$ cat config.mk
export PLATFORM = sky130hd
export DESIGN_NAME = sleep_mode_controller
export DESIGN_NICKNAME = d
export VERILOG_FILES = /design/src/pkg/sleep_ctrl_pkg.sv /design/src/rtl/sleep_mode_controller.sv /design/src/rtl/wake_timer.sv
export SDC_FILE = /design/constraint.sdc
export NUM_CORES = 1
export LEC_CHECK = 0
export ABC_AREA = 1
export BUFFER_PORTS_ARGS = -buffer_cell sky130_fd_sc_hd__buf_2
export CAP_MARGIN = 20
export CORE_ASPECT_RATIO = 0.5
export CORE_MARGIN = 4
export CORE_UTILIZATION = 35
export DETAILED_ROUTE_END_ITERATION = 10
export SYNTH_ARGS = -nofsm -noshare
export SYNTH_HDL_FRONTEND = slang
export SYNTH_HIERARCHICAL = 1
export SYNTH_SLANG_ARGS = --single-unit
$ cat constraint.sdc
create_clock -name clk -period 5.5 [get_ports clk]
set_input_delay 1.65 -clock clk [delete_from_list [all_inputs] [get_ports clk]]
set_output_delay 1.65 -clock clk [all_outputs]
set_load 0.03 [all_outputs]
$ cat src/pkg/sleep_ctrl_pkg.sv
// Constants, states and register map of the sleep mode controller
package sleep_ctrl_pkg;
   // Register byte offsets
   localparam logic [7:0] ADDR_SLEEP_CTRL = 8'h00;
   localparam logic [7:0] ADDR_MCU_CTRL = 8'h04;
   localparam logic [7:0] ADDR_CMP_CTRL = 8'h08;
   localparam logic [7:0] ADDR_CONFIG = 8'h0C;
   localparam logic [7:0] ADDR_STATUS = 8'h10;
   // Field positions
   localparam int SLEEP_ALLOW_POS = 0;
   localparam int MODE_SEL_LSB = 1;
   localparam int BO_CHANGE_EN_POS = 5;
   localparam int BO_SLEEP_OFF_POS = 6;
   localparam int CMP_OFF_POS = 7;
   localparam int CFG_ADC_EN_POS = 0;
   localparam int CFG_LCD_ASYNC_POS = 1;
   localparam int CFG_TMR_ASYNC_POS = 2;
   // Values after reset
   localparam logic [2:0] MODE_SEL_RESET = 3'h0;
   localparam logic BO_SLEEP_OFF_RESET = 1'b0;
   // Sleep mode codes
   localparam logic [2:0] MODE_IDLE = 3'h0;
   localparam logic [2:0] MODE_ADC_QUIET = 3'h1;
   localparam logic [2:0] MODE_POWER_DOWN = 3'h2;
   localparam logic [2:0] MODE_POWER_SAVE = 3'h3;
   localparam logic [2:0] MODE_STANDBY = 3'h6;
   // Wake source indices
   localparam int WAKE_IRQ0_LEVEL = 0;
   localparam int WAKE_IRQ0_EDGE = 1;
   localparam int WAKE_PIN_CHANGE = 2;
   localparam int WAKE_SERIAL_START = 3;
   localparam int WAKE_ASYNC_TIMER = 4;
   localparam int WAKE_STORE_READY = 5;
   localparam int WAKE_ADC_DONE = 6;
   localparam int WAKE_LCD = 7;
   localparam int WAKE_WATCHDOG = 8;
   localparam int WAKE_COMPARATOR = 9;
   localparam int WAKE_OTHER_IO = 10;
   localparam int WAKE_COUNT = 11;
   // Timing
   localparam int CLK_PERIOD_NS = 20;
   localparam int BO_WAKE_NS = 60000;
   localparam int BO_WAKE_CYCLES = (BO_WAKE_NS + CLK_PERIOD_NS - 1) / CLK_PERIOD_NS;
   localparam int STANDBY_WAKE_CYCLES = 6;
   localparam int IRQ_HOLD_CYCLES = 4;
   localparam int BO_CHANGE_WINDOW = 4;
   localparam int DELAY_W = 12;
   typedef enum logic [1:0] {ST_RUN, ST_SLEEP, ST_WAKE, ST_HOLD} state_type;
endpackage

$ cat src/rtl/sleep_mode_controller.sv
// Sleep mode controller with AHB-Lite register slave
`timescale 1ns/100ps
`default_nettype none
// Functional notes
// - Sleep needs allow bit plus halt instruction
// - Mode 000 Idle stops core, flash clocks
// - Idle wakes on external and internal interrupts
// - Comparator off bit powers comparator down
// - Mode 001 stops I/O, core, flash clocks
// - ADC quiet keeps ADC, async, LCD running
// - Idle/ADC quiet entry starts enabled ADC
// - ADC quiet wakes on listed sources only
// - Non-idle modes take only level irq zero
// - Timer oscillator only with async LCD/timer
// - Interrupt wake holds core four cycles
// - Register file and SRAM kept across sleep
// - Reset during sleep restarts at vector
// - Brown-out sleep-off bit 6, reset 0
// - Sleep-off write needs timed enable sequence
// - Sleep-off cuts detector in deep modes
// - Any wake re-enables the brown-out detector
// - Detector cut stretches wake to 60 us
// - Power-down 010, save 011, standby 110
// - Standby wakes within six cycles
module sleep_mode_controller #(
   parameter int STARTUP_CYCLES = 16,
   parameter int WAKE_W = sleep_ctrl_pkg::WAKE_COUNT
) (
   input wire logic clk,
   input wire logic rst,
   input wire logic ce,
   input wire logic hsel,
   input wire logic [31:0] haddr,
   input wire logic [1:0] htrans,
   input wire logic hwrite,
   input wire logic [2:0] hsize,
   input wire logic [31:0] hwdata,
   input wire logic hready,
   output logic hreadyout,
   output logic [31:0] hrdata,
   output logic hresp,
   input wire logic halt_instr,
   input wire logic [WAKE_W-1:0] wake_src,
   input wire logic reset_request,
   output logic core_hold,
   output logic resume_from_reset,
   output logic clk_cpu_en,
   output logic clk_flash_en,
   output logic clk_io_en,
   output logic clk_adc_en,
   output logic clk_async_en,
   output logic main_osc_en,
   output logic timer_osc_en,
   output logic brownout_en,
   output logic comparator_power,
   output logic adc_start
);
   localparam int DW = sleep_ctrl_pkg::DELAY_W;

   generate
      if (STARTUP_CYCLES < 1 || STARTUP_CYCLES >= (1 << DW)) begin : g_bad_startup
         $error("STARTUP_CYCLES out of range");
      end
      if (WAKE_W != sleep_ctrl_pkg::WAKE_COUNT) begin : g_bad_wake
         $error("WAKE_W must match wake source count");
      end
   endgenerate

   ////////////////////////////////////////////////////////////////////////
   function automatic logic mode_valid(input logic [2:0] m);
      return m == sleep_ctrl_pkg::MODE_IDLE || m == sleep_ctrl_pkg::MODE_ADC_QUIET ||
         m == sleep_ctrl_pkg::MODE_POWER_DOWN || m == sleep_ctrl_pkg::MODE_POWER_SAVE ||
         m == sleep_ctrl_pkg::MODE_STANDBY;
   endfunction

   function automatic logic deep_mode(input logic [2:0] m);
      return m == sleep_ctrl_pkg::MODE_POWER_DOWN || m == sleep_ctrl_pkg::MODE_POWER_SAVE ||
         m == sleep_ctrl_pkg::MODE_STANDBY;
   endfunction

   function automatic logic [WAKE_W-1:0] wake_mask(input logic [2:0] m, input logic cmp_off_in);
      logic [WAKE_W-1:0] k;
      k = '0;
      if (m == sleep_ctrl_pkg::MODE_IDLE) begin
         k = '1;
         k[sleep_ctrl_pkg::WAKE_COMPARATOR] = ~cmp_off_in;
      end else if (mode_valid(m)) begin
         k[sleep_ctrl_pkg::WAKE_IRQ0_LEVEL] = 1'b1;
         k[sleep_ctrl_pkg::WAKE_PIN_CHANGE] = 1'b1;
         k[sleep_ctrl_pkg::WAKE_SERIAL_START] = 1'b1;
         k[sleep_ctrl_pkg::WAKE_WATCHDOG] = 1'b1;
         if (m == sleep_ctrl_pkg::MODE_ADC_QUIET || m == sleep_ctrl_pkg::MODE_POWER_SAVE) begin
            k[sleep_ctrl_pkg::WAKE_ASYNC_TIMER] = 1'b1;
            k[sleep_ctrl_pkg::WAKE_LCD] = 1'b1;
         end
         if (m == sleep_ctrl_pkg::MODE_ADC_QUIET) begin
            k[sleep_ctrl_pkg::WAKE_ADC_DONE] = 1'b1;
            k[sleep_ctrl_pkg::WAKE_STORE_READY] = 1'b1;
         end
      end
      return k;
   endfunction

   ////////////////////////////////////////////////////////////////////////
   // Reset request pin synchroniser
   logic rr_meta;
   logic rr_sync;

   always_ff @(posedge clk) begin
      if (rst) begin
         rr_meta <= 1'b0;
         rr_sync <= 1'b0;
      end else if (ce) begin
         rr_meta <= reset_request;
         rr_sync <= rr_meta;
      end
   end

   ////////////////////////////////////////////////////////////////////////
   // AHB-Lite slave, zero wait states
   logic ap_valid;
   logic ap_write;
   logic ap_hit;
   logic [7:0] ap_addr;
   logic wr_go;
   logic [31:0] rd_word;
   logic sleep_allow;
   logic [2:0] mode_sel;
   logic bo_sleep_off;
   logic [2:0] bo_window;
   logic cmp_off;
   logic adc_enable;
   logic lcd_async;
   logic tmr_async;
   sleep_ctrl_pkg::state_type state;
   sleep_ctrl_pkg::state_type next_state;

   always_ff @(posedge clk) begin
      if (rst) begin
         ap_valid <= 1'b0;
         ap_write <= 1'b0;
         ap_hit <= 1'b0;
         ap_addr <= 8'h00;
      end else if (ce) begin
         ap_valid <= hsel && htrans[1] && hready;
         ap_write <= hwrite;
         ap_hit <= haddr[31:8] == 24'h000000 && hsize == 3'h2;
         ap_addr <= haddr[7:0];
      end
   end

   assign wr_go = ap_valid && ap_write && ap_hit;

   always_comb begin
      rd_word = 32'h00000000;
      if (haddr[31:8] != 24'h000000) begin
         rd_word = 32'h00000000;
      end else if (haddr[7:0] == sleep_ctrl_pkg::ADDR_SLEEP_CTRL) begin
         rd_word[sleep_ctrl_pkg::SLEEP_ALLOW_POS] = sleep_allow;
         rd_word[sleep_ctrl_pkg::MODE_SEL_LSB +: 3] = mode_sel;
      end else if (haddr[7:0] == sleep_ctrl_pkg::ADDR_MCU_CTRL) begin
         rd_word[sleep_ctrl_pkg::BO_SLEEP_OFF_POS] = bo_sleep_off;
         rd_word[sleep_ctrl_pkg::BO_CHANGE_EN_POS] = bo_window != 3'h0;
      end else if (haddr[7:0] == sleep_ctrl_pkg::ADDR_CMP_CTRL) begin
         rd_word[sleep_ctrl_pkg::CMP_OFF_POS] = cmp_off;
      end else if (haddr[7:0] == sleep_ctrl_pkg::ADDR_CONFIG) begin
         rd_word[sleep_ctrl_pkg::CFG_ADC_EN_POS] = adc_enable;
         rd_word[sleep_ctrl_pkg::CFG_LCD_ASYNC_POS] = lcd_async;
         rd_word[sleep_ctrl_pkg::CFG_TMR_ASYNC_POS] = tmr_async;
      end else if (haddr[7:0] == sleep_ctrl_pkg::ADDR_STATUS) begin
         rd_word[11:0] = {state, core_hold, brownout_en, clk_cpu_en, clk_flash_en, clk_io_en,
            clk_adc_en, clk_async_en, main_osc_en, timer_osc_en, comparator_power};
      end
   end

   always_ff @(posedge clk) begin
      if (rst) begin
         hrdata <= 32'h00000000;
         hreadyout <= 1'b1;
         hresp <= 1'b0;
      end else if (ce) begin
         hreadyout <= 1'b1;
         hresp <= 1'b0;
         if (hsel && htrans[1] && hready && !hwrite) begin
            hrdata <= rd_word;
         end
      end
   end

   ////////////////////////////////////////////////////////////////////////
   // Software registers
   always_ff @(posedge clk) begin
      if (rst) begin
         sleep_allow <= 1'b0;
         mode_sel <= sleep_ctrl_pkg::MODE_SEL_RESET;
         cmp_off <= 1'b0;
         adc_enable <= 1'b0;
         lcd_async <= 1'b0;
         tmr_async <= 1'b0;
      end else if (ce && wr_go) begin
         if (ap_addr == sleep_ctrl_pkg::ADDR_SLEEP_CTRL) begin
            sleep_allow <= hwdata[sleep_ctrl_pkg::SLEEP_ALLOW_POS];
            mode_sel <= hwdata[sleep_ctrl_pkg::MODE_SEL_LSB +: 3];
         end else if (ap_addr == sleep_ctrl_pkg::ADDR_CMP_CTRL) begin
            cmp_off <= hwdata[sleep_ctrl_pkg::CMP_OFF_POS];
         end else if (ap_addr == sleep_ctrl_pkg::ADDR_CONFIG) begin
            adc_enable <= hwdata[sleep_ctrl_pkg::CFG_ADC_EN_POS];
            lcd_async <= hwdata[sleep_ctrl_pkg::CFG_LCD_ASYNC_POS];
            tmr_async <= hwdata[sleep_ctrl_pkg::CFG_TMR_ASYNC_POS];
         end
      end
   end

   // Timed sequence guards the sleep-off bit against stray writes
   logic mcu_wr;
   assign mcu_wr = wr_go && ap_addr == sleep_ctrl_pkg::ADDR_MCU_CTRL;

   always_ff @(posedge clk) begin
      if (rst) begin
         bo_sleep_off <= sleep_ctrl_pkg::BO_SLEEP_OFF_RESET;
         bo_window <= 3'h0;
      end else if (ce) begin
         if (mcu_wr && hwdata[sleep_ctrl_pkg::BO_CHANGE_EN_POS] &&
             hwdata[sleep_ctrl_pkg::BO_SLEEP_OFF_POS]) begin
            bo_window <= 3'(sleep_ctrl_pkg::BO_CHANGE_WINDOW);
         end else if (mcu_wr && bo_window != 3'h0) begin
            bo_sleep_off <= hwdata[sleep_ctrl_pkg::BO_SLEEP_OFF_POS];
            bo_window <= 3'h0;
         end else if (bo_window != 3'h0) begin
            bo_window <= bo_window - 3'h1;
         end
      end
   end

   ////////////////////////////////////////////////////////////////////////
   // Sleep sequencer
   logic [2:0] mode_q;
   logic [2:0] next_mode;
   logic bo_cut;
   logic next_bo_cut;
   logic by_reset;
   logic [1:0] hold_cnt;
   logic enter;
   logic wake_hit;
   logic tmr_load;
   logic tmr_done;
   logic [DW-1:0] delay;

   assign enter = state == sleep_ctrl_pkg::ST_RUN && halt_instr && sleep_allow && mode_valid(mode_sel);
   assign wake_hit = |(wake_src & wake_mask(mode_q, cmp_off));
   assign tmr_load = state == sleep_ctrl_pkg::ST_SLEEP && next_state == sleep_ctrl_pkg::ST_WAKE;

   always_comb begin
      next_state = state;
      case (state)
         sleep_ctrl_pkg::ST_RUN: begin
            if (enter) begin
               next_state = sleep_ctrl_pkg::ST_SLEEP;
            end
         end
         sleep_ctrl_pkg::ST_SLEEP: begin
            if (rr_sync || wake_hit) begin
               next_state = sleep_ctrl_pkg::ST_WAKE;
            end
         end
         sleep_ctrl_pkg::ST_WAKE: begin
            if (tmr_done) begin
               next_state = by_reset ? sleep_ctrl_pkg::ST_RUN : sleep_ctrl_pkg::ST_HOLD;
            end
         end
         sleep_ctrl_pkg::ST_HOLD: begin
            if (hold_cnt == 2'h0) begin
               next_state = sleep_ctrl_pkg::ST_RUN;
            end
         end
         default: next_state = sleep_ctrl_pkg::ST_RUN;
      endcase
   end

   assign next_mode = enter ? mode_sel : mode_q;
   assign next_bo_cut = enter ? (bo_sleep_off && deep_mode(mode_sel)) :
      (next_state == sleep_ctrl_pkg::ST_SLEEP && bo_cut);

   always_comb begin
      delay = (mode_q == sleep_ctrl_pkg::MODE_STANDBY) ? DW'(sleep_ctrl_pkg::STANDBY_WAKE_CYCLES) :
         DW'(STARTUP_CYCLES);
      if (bo_cut && delay < DW'(sleep_ctrl_pkg::BO_WAKE_CYCLES)) begin
         delay = DW'(sleep_ctrl_pkg::BO_WAKE_CYCLES);
      end
   end

   always_ff @(posedge clk) begin
      if (rst) begin
         state <= sleep_ctrl_pkg::ST_RUN;
         mode_q <= sleep_ctrl_pkg::MODE_SEL_RESET;
         bo_cut <= 1'b0;
         by_reset <= 1'b0;
         hold_cnt <= 2'h0;
      end else if (ce) begin
         state <= next_state;
         mode_q <= next_mode;
         bo_cut <= next_bo_cut;
         if (state == sleep_ctrl_pkg::ST_SLEEP) begin
            by_reset <= rr_sync;
         end
         if (next_state == sleep_ctrl_pkg::ST_HOLD && state != sleep_ctrl_pkg::ST_HOLD) begin
            hold_cnt <= 2'(sleep_ctrl_pkg::IRQ_HOLD_CYCLES - 1);
         end else if (hold_cnt != 2'h0) begin
            hold_cnt <= hold_cnt - 2'h1;
         end
      end
   end

   wake_timer #(
      .WIDTH(DW)
   ) u_wake_timer (
      .clk(clk),
      .rst(rst),
      .ce(ce),
      .load(tmr_load),
      .value(delay - 1'b1),
      .done(tmr_done)
   );

   ////////////////////////////////////////////////////////////////////////
   // Registered domain controls, driven from the next state
   logic awake;
   logic m_idle;
   logic m_adcq;
   logic m_save;
   logic m_stby;

   assign awake = next_state == sleep_ctrl_pkg::ST_RUN || next_state == sleep_ctrl_pkg::ST_HOLD;
   assign m_idle = next_mode == sleep_ctrl_pkg::MODE_IDLE;
   assign m_adcq = next_mode == sleep_ctrl_pkg::MODE_ADC_QUIET;
   assign m_save = next_mode == sleep_ctrl_pkg::MODE_POWER_SAVE;
   assign m_stby = next_mode == sleep_ctrl_pkg::MODE_STANDBY;

   always_ff @(posedge clk) begin
      if (rst) begin
         clk_cpu_en <= 1'b1;
         clk_flash_en <= 1'b1;
         clk_io_en <= 1'b1;
         clk_adc_en <= 1'b1;
         clk_async_en <= 1'b1;
         main_osc_en <= 1'b1;
         timer_osc_en <= 1'b0;
         comparator_power <= 1'b1;
         brownout_en <= 1'b1;
         core_hold <= 1'b0;
      end else if (ce) begin
         clk_cpu_en <= awake;
         clk_flash_en <= awake;
         clk_io_en <= awake || m_idle;
         clk_adc_en <= awake || m_idle || m_adcq;
         clk_async_en <= awake || m_idle || m_adcq || m_save;
         main_osc_en <= awake || m_idle || m_adcq || m_stby;
         timer_osc_en <= (lcd_async || tmr_async) && (awake || m_idle || m_adcq || m_save);
         comparator_power <= !cmp_off && (awake || m_idle || m_adcq);
         brownout_en <= !next_bo_cut;
         core_hold <= next_state != sleep_ctrl_pkg::ST_RUN;
      end
   end

   // Interrupt wake only holds the core, so its registers keep their contents
   always_ff @(posedge clk) begin
      if (rst) begin
         adc_start <= 1'b0;
         resume_from_reset <= 1'b0;
      end else if (ce) begin
         adc_start <= enter && adc_enable && (mode_sel == sleep_ctrl_pkg::MODE_IDLE ||
            mode_sel == sleep_ctrl_pkg::MODE_ADC_QUIET);
         resume_from_reset <= state == sleep_ctrl_pkg::ST_WAKE && tmr_done && by_reset;
      end
   end
endmodule
`default_nettype wire

$ cat src/rtl/wake_timer.sv
// Down counter that times the wake-up delay
`timescale 1ns/100ps
`default_nettype none
module wake_timer #(
   parameter int WIDTH = 12
) (
   input wire logic clk,
   input wire logic rst,
   input wire logic ce,
   input wire logic load,
   input wire logic [WIDTH-1:0] value,
   output logic done
);
   logic [WIDTH-1:0] count;

   generate
      if (WIDTH < 2) begin : g_bad_width
         $error("wake_timer WIDTH too small");
      end
   endgenerate

   always_ff @(posedge clk) begin
      if (rst) begin
         count <= '0;
      end else if (ce) begin
         if (load) begin
            count <= value;
         end else if (count != '0) begin
            count <= count - 1'b1;
         end
      end
   end

   assign done = (count == '0);
endmodule
`default_nettype wire

==> flow_summary.json <==
{
  "diodes": 0,
  "avgSynthCellArea_um2": 6.92,
  "hold_class": "register to register",
  "ios": 134,
  "cts_root_buffer": "clkbuf_16",
  "async_flop_share_pct": 0,
  "first_global_vias": 3549,
  "finalNetCount": 760,
  "critPathLaunch": "wake_src[1]",
  "h-tree-depth": 3,
  "ys_ff_latch": 69,
  "gr-usage-met1_pct": 19.8,
  "crit_buf_inv": 4,
  "grt_antenna_before_repair": 0,
  "syn_inst": 579,
  "drtIter0Drc": 129,
  "first_pass_iters": 4,
  "clock.fmax_ghz": 0.264,
  "seqPwrFrac_pct": 32.6,
  "p_total_mw": 1.92,
  "final_hold_viol_count": 0,
  "arrival_ps": 4000,
  "postRouteAntennaNets": 0,
  "drc": 0,
  "combPwrFrac_pct": 38.3,
  "maxSlewHeadroom_pct": 46.6,
  "tns_ps": 0,
  "synth-main-ff-cell": "dfxtp_1",
  "cts_setup_buffers": 0,
  "synth-edff-count": 0,
  "endpoint_kind": "register",
  "maxCapViolCount": 0,
  "post-route-util_pct": 42.6,
  "slowest_delay_ps": 310,
  "startpoint_type": "input pin",
  "p_leak_nw": 2.15,
  "multi_input_area_um2": 2180,
  "crit_top_cell": "nand2_1",
  "worst_path_dominant_cell_family": "simple AND/OR/NAND/NOR gates",
  "core_um2": 11100,
  "synth.distinct_cells": 44,
  "fin_crit_sh_pct": 69.0,
  "syn2layout_area_growth_pct": 17.8,
  "cts-resized-gates": 0,
  "critPathCapture": "u_wake_timer/count[4]",
  "dieHeight_um": 83.7,
  "status": "finished clean",
  "io_buffers": 85,
  "synthesis.area_um2": 4010,
  "insertion_delay_ps": 340,
  "grt_pass1_wl_um": 17000,
  "place_inst": 795,
  "avgRoutedWirePerCell_um": 12.4,
  "r2r-start": "u_wake_timer/count[1]",
  "switching_share_pct": 39.5,
  "crit_fanout": 18,
  "met2_usage_pct": 26.2,
  "cp.depth": 19,
  "r2r_slack_ps": 1800,
  "gp_congestion": 0.767,
  "holdWs_ps": 427,
  "finalCriticalPeriod_ps": 3790,
  "cp_slowest_cell": "and3_1",
  "cts_buffer_depth": 2,
  "seq_area_um2": 1380,
  "vias_per_cell": 4.69,
  "cp_data_required_time_ps": 5710,
  "setup_viol": 0,
  "stdcell_count": 811,
  "cts_buffers": 9,
  "dieArea_um2": 13300,
  "rsz0062_at_grt": "false",
  "grt_usage_pct": 15.6,
  "rows": 27,
  "grt.busiest_layer": "met2",
  "hold_buffers": 0,
  "dpl.hpwl_um": 7550,
  "grt_use_met3_pct": 4.24,
  "fill_cells": 1145,
  "p_int_mw": 1.16,
  "peakVddDrop_uv": 149,
  "r2r_cells": 18,
  "path_clk_slew_ps": 60,
  "tightest_slew_ps": 800,
  "grt-ovfl-total": 0,
  "cts_sinks": 69,
  "path_cells": "buf_2 -> nor2_1 -> nand2_1 -> nand2_1 -> nand2_1 -> nand2_1 -> nand2_1 -> nand2_1 -> nand4_1 -> nand3_1 -> inv_1 -> ha_1 -> and3_1 -> inv_2 -> nand3_4 -> nand2_4 -> inv_2 -> o21ai_1 -> nor2_1",
  "ys_seq_area_share_pct": 34.5,
  "initial_core_util_pct": 36.2,
  "finalWirelength_um": 10100,
  "clock_skew_ps": 6.87,
  "die_x_um": 159,
  "cts_tree": "done",
  "maxSlewViolCount": 0,
  "reg2reg_to": "u_wake_timer/count[4]",
  "critPathKind": "input pin to register",
  "vias": 3802,
  "net-switching-power_mw": 0.759,
  "layout-drive-gt1-share_pct": 22.1,
  "grt_max_degree": 39,
  "power.clock.fraction_pct": 29.1,
  "ys.warnings.count": 6,
  "p_per_area_nw_per_um2": 407
}
[power by group through the flow]
stage                     clock network (mW)  registers, mW  logic [mW]
after floorplan                            0          0.635       0.615
after global placement                     0          0.637       0.726
after detailed placement                   0          0.637       0.739
after CTS                              0.572          0.627       0.742
after global routing                   0.592          0.638       0.864
final                                  0.558          0.627       0.736
[metal layers]
metal	vias to the layer above	routed length, um
met5	-	0
met4	0	99
met3	7	657
met2	91	4630
met1	1695	4700
li1	2009	-
[registers in the layout, summed over array words and instances (netlist names), 2 cells and up]
register / count
mode_sel: 3
u_wake_timer/count: 12
bo_window: 3
state: 2
hrdata: 12
hold_cnt: 2
ap_addr: 8
mode_q: 3
[worst reg2reg max path: stages (launching register included)]
cell	delay (ps)
dfxtp_1	300
inv_1	130
ha_1	190
nand2_1	120
nor4_1	660
nand2_1	150
a31o_2	270
inv_1	70
nand3_1	130
inv_1	110
ha_1	140
and3_1	400
inv_2	240
nand3_4	180
nand2_4	140
inv_2	180
nand2_1	70
o21ai_1	70
nor2_1	50
[stage by stage]
step	setup WS, ps	instance area, um2
2_1_floorplan	2030	4100
3_3_place_gp	1340	4440
3_5_place_dp	1330	4440
4_1_cts	1680	4720
5_1_grt	1390	4720
6_report	1710	4720
[cells in the final DEF, fill, tap and decap left out, types with 2 or more instances in the layout]
cell / netlist / final
ha_1: 11 / 11
nand2_4: 4 / 4
o22ai_1: 4 / 4
nand3_1: 35 / 35
buf_2: 3 / 85
buf_4: 23 / 2
dfxtp_1: 69 / 69
o21ai_0: 29 / 29
a211oi_1: 6 / 6
nand2_2: 6 / 6
nor2_4: 6 / 6
inv_6: 0 / 2
inv_1: 55 / 55
clkbuf_8: 2 / 2
nand4_1: 15 / 15
a21oi_2: 6 / 6
a21oi_1: 46 / 46
inv_2: 11 / 11
clkbuf_16: 0 / 9
o21ai_1: 9 / 9
a31oi_1: 2 / 2
nor2_2: 5 / 5
nor4_1: 2 / 2
nand2_1: 114 / 114
nor3_1: 2 / 2
nor3_4: 2 / 2
conb_1: 2 / 27
o21a_1: 2 / 2
o211ai_1: 7 / 7
nor2_1: 75 / 75
nand3b_1: 2 / 2
[final cells by class]
cell class	instances	share of cell area [%]
clock buffer	12	5.43
clock inverter	4	0.636
inverter	67	5.32
multi-input combinational	427	46.2
sequential	69	29.2
tap	145	3.84
timing repair buffer	87	9.32
[Yosys cell counts, drive strengths merged (2+ instances only)]
library cell  count  share of area (%)
nand3            36                4.8
a211oi            6                1.1
a31oi             2               0.31
a21oi            52                7.1
o22ai             4               0.62
clkbuf           10                1.4
nor3              5                1.3
ha               11                3.4
o21ai            39                5.0
conb              2               0.19
o211ai            7                1.3
nand3b            2               0.37
o21a              2               0.37
nand4            15                2.3
nand2           124                 13
nor2             86                9.5
dfxtp            69                 34
buf              31                5.7
inv              66                6.2
nor4              2               0.31
[cells by family (layout without fill, tap and decap cells)]
logic type / count (synthesis) / after routing / share of synthesized area (%)
XOR/XNOR: 1 / 1 / 0.219
other: 2 / 27 / 0.187
AND/OR/NAND/NOR: 272 / 272 / 31.7
AO/OA/AOI/OAI: 116 / 116 / 16.6
adder cells (fa/ha/maj): 11 / 11 / 3.43
flip-flops: 69 / 69 / 34.5
buffers and inverters: 108 / 170 / 13.5
[worst min path at each step]
stage	startpoint	endpoint	slack [ps]	cells past startpoint
global placement	bo_window[0]	bo_window[0]	420	1
finish	bo_window[0]	bo_window[0]	430	1
global route	bo_window[0]	bo_window[0]	460	1
detailed placement	bo_window[0]	bo_window[0]	430	1
CTS	bo_window[0]	bo_window[0]	430	1
floorplan	bo_window[0]	bo_window[0]	410	1
Note: power is estimated with default switching activity, not from simulation.
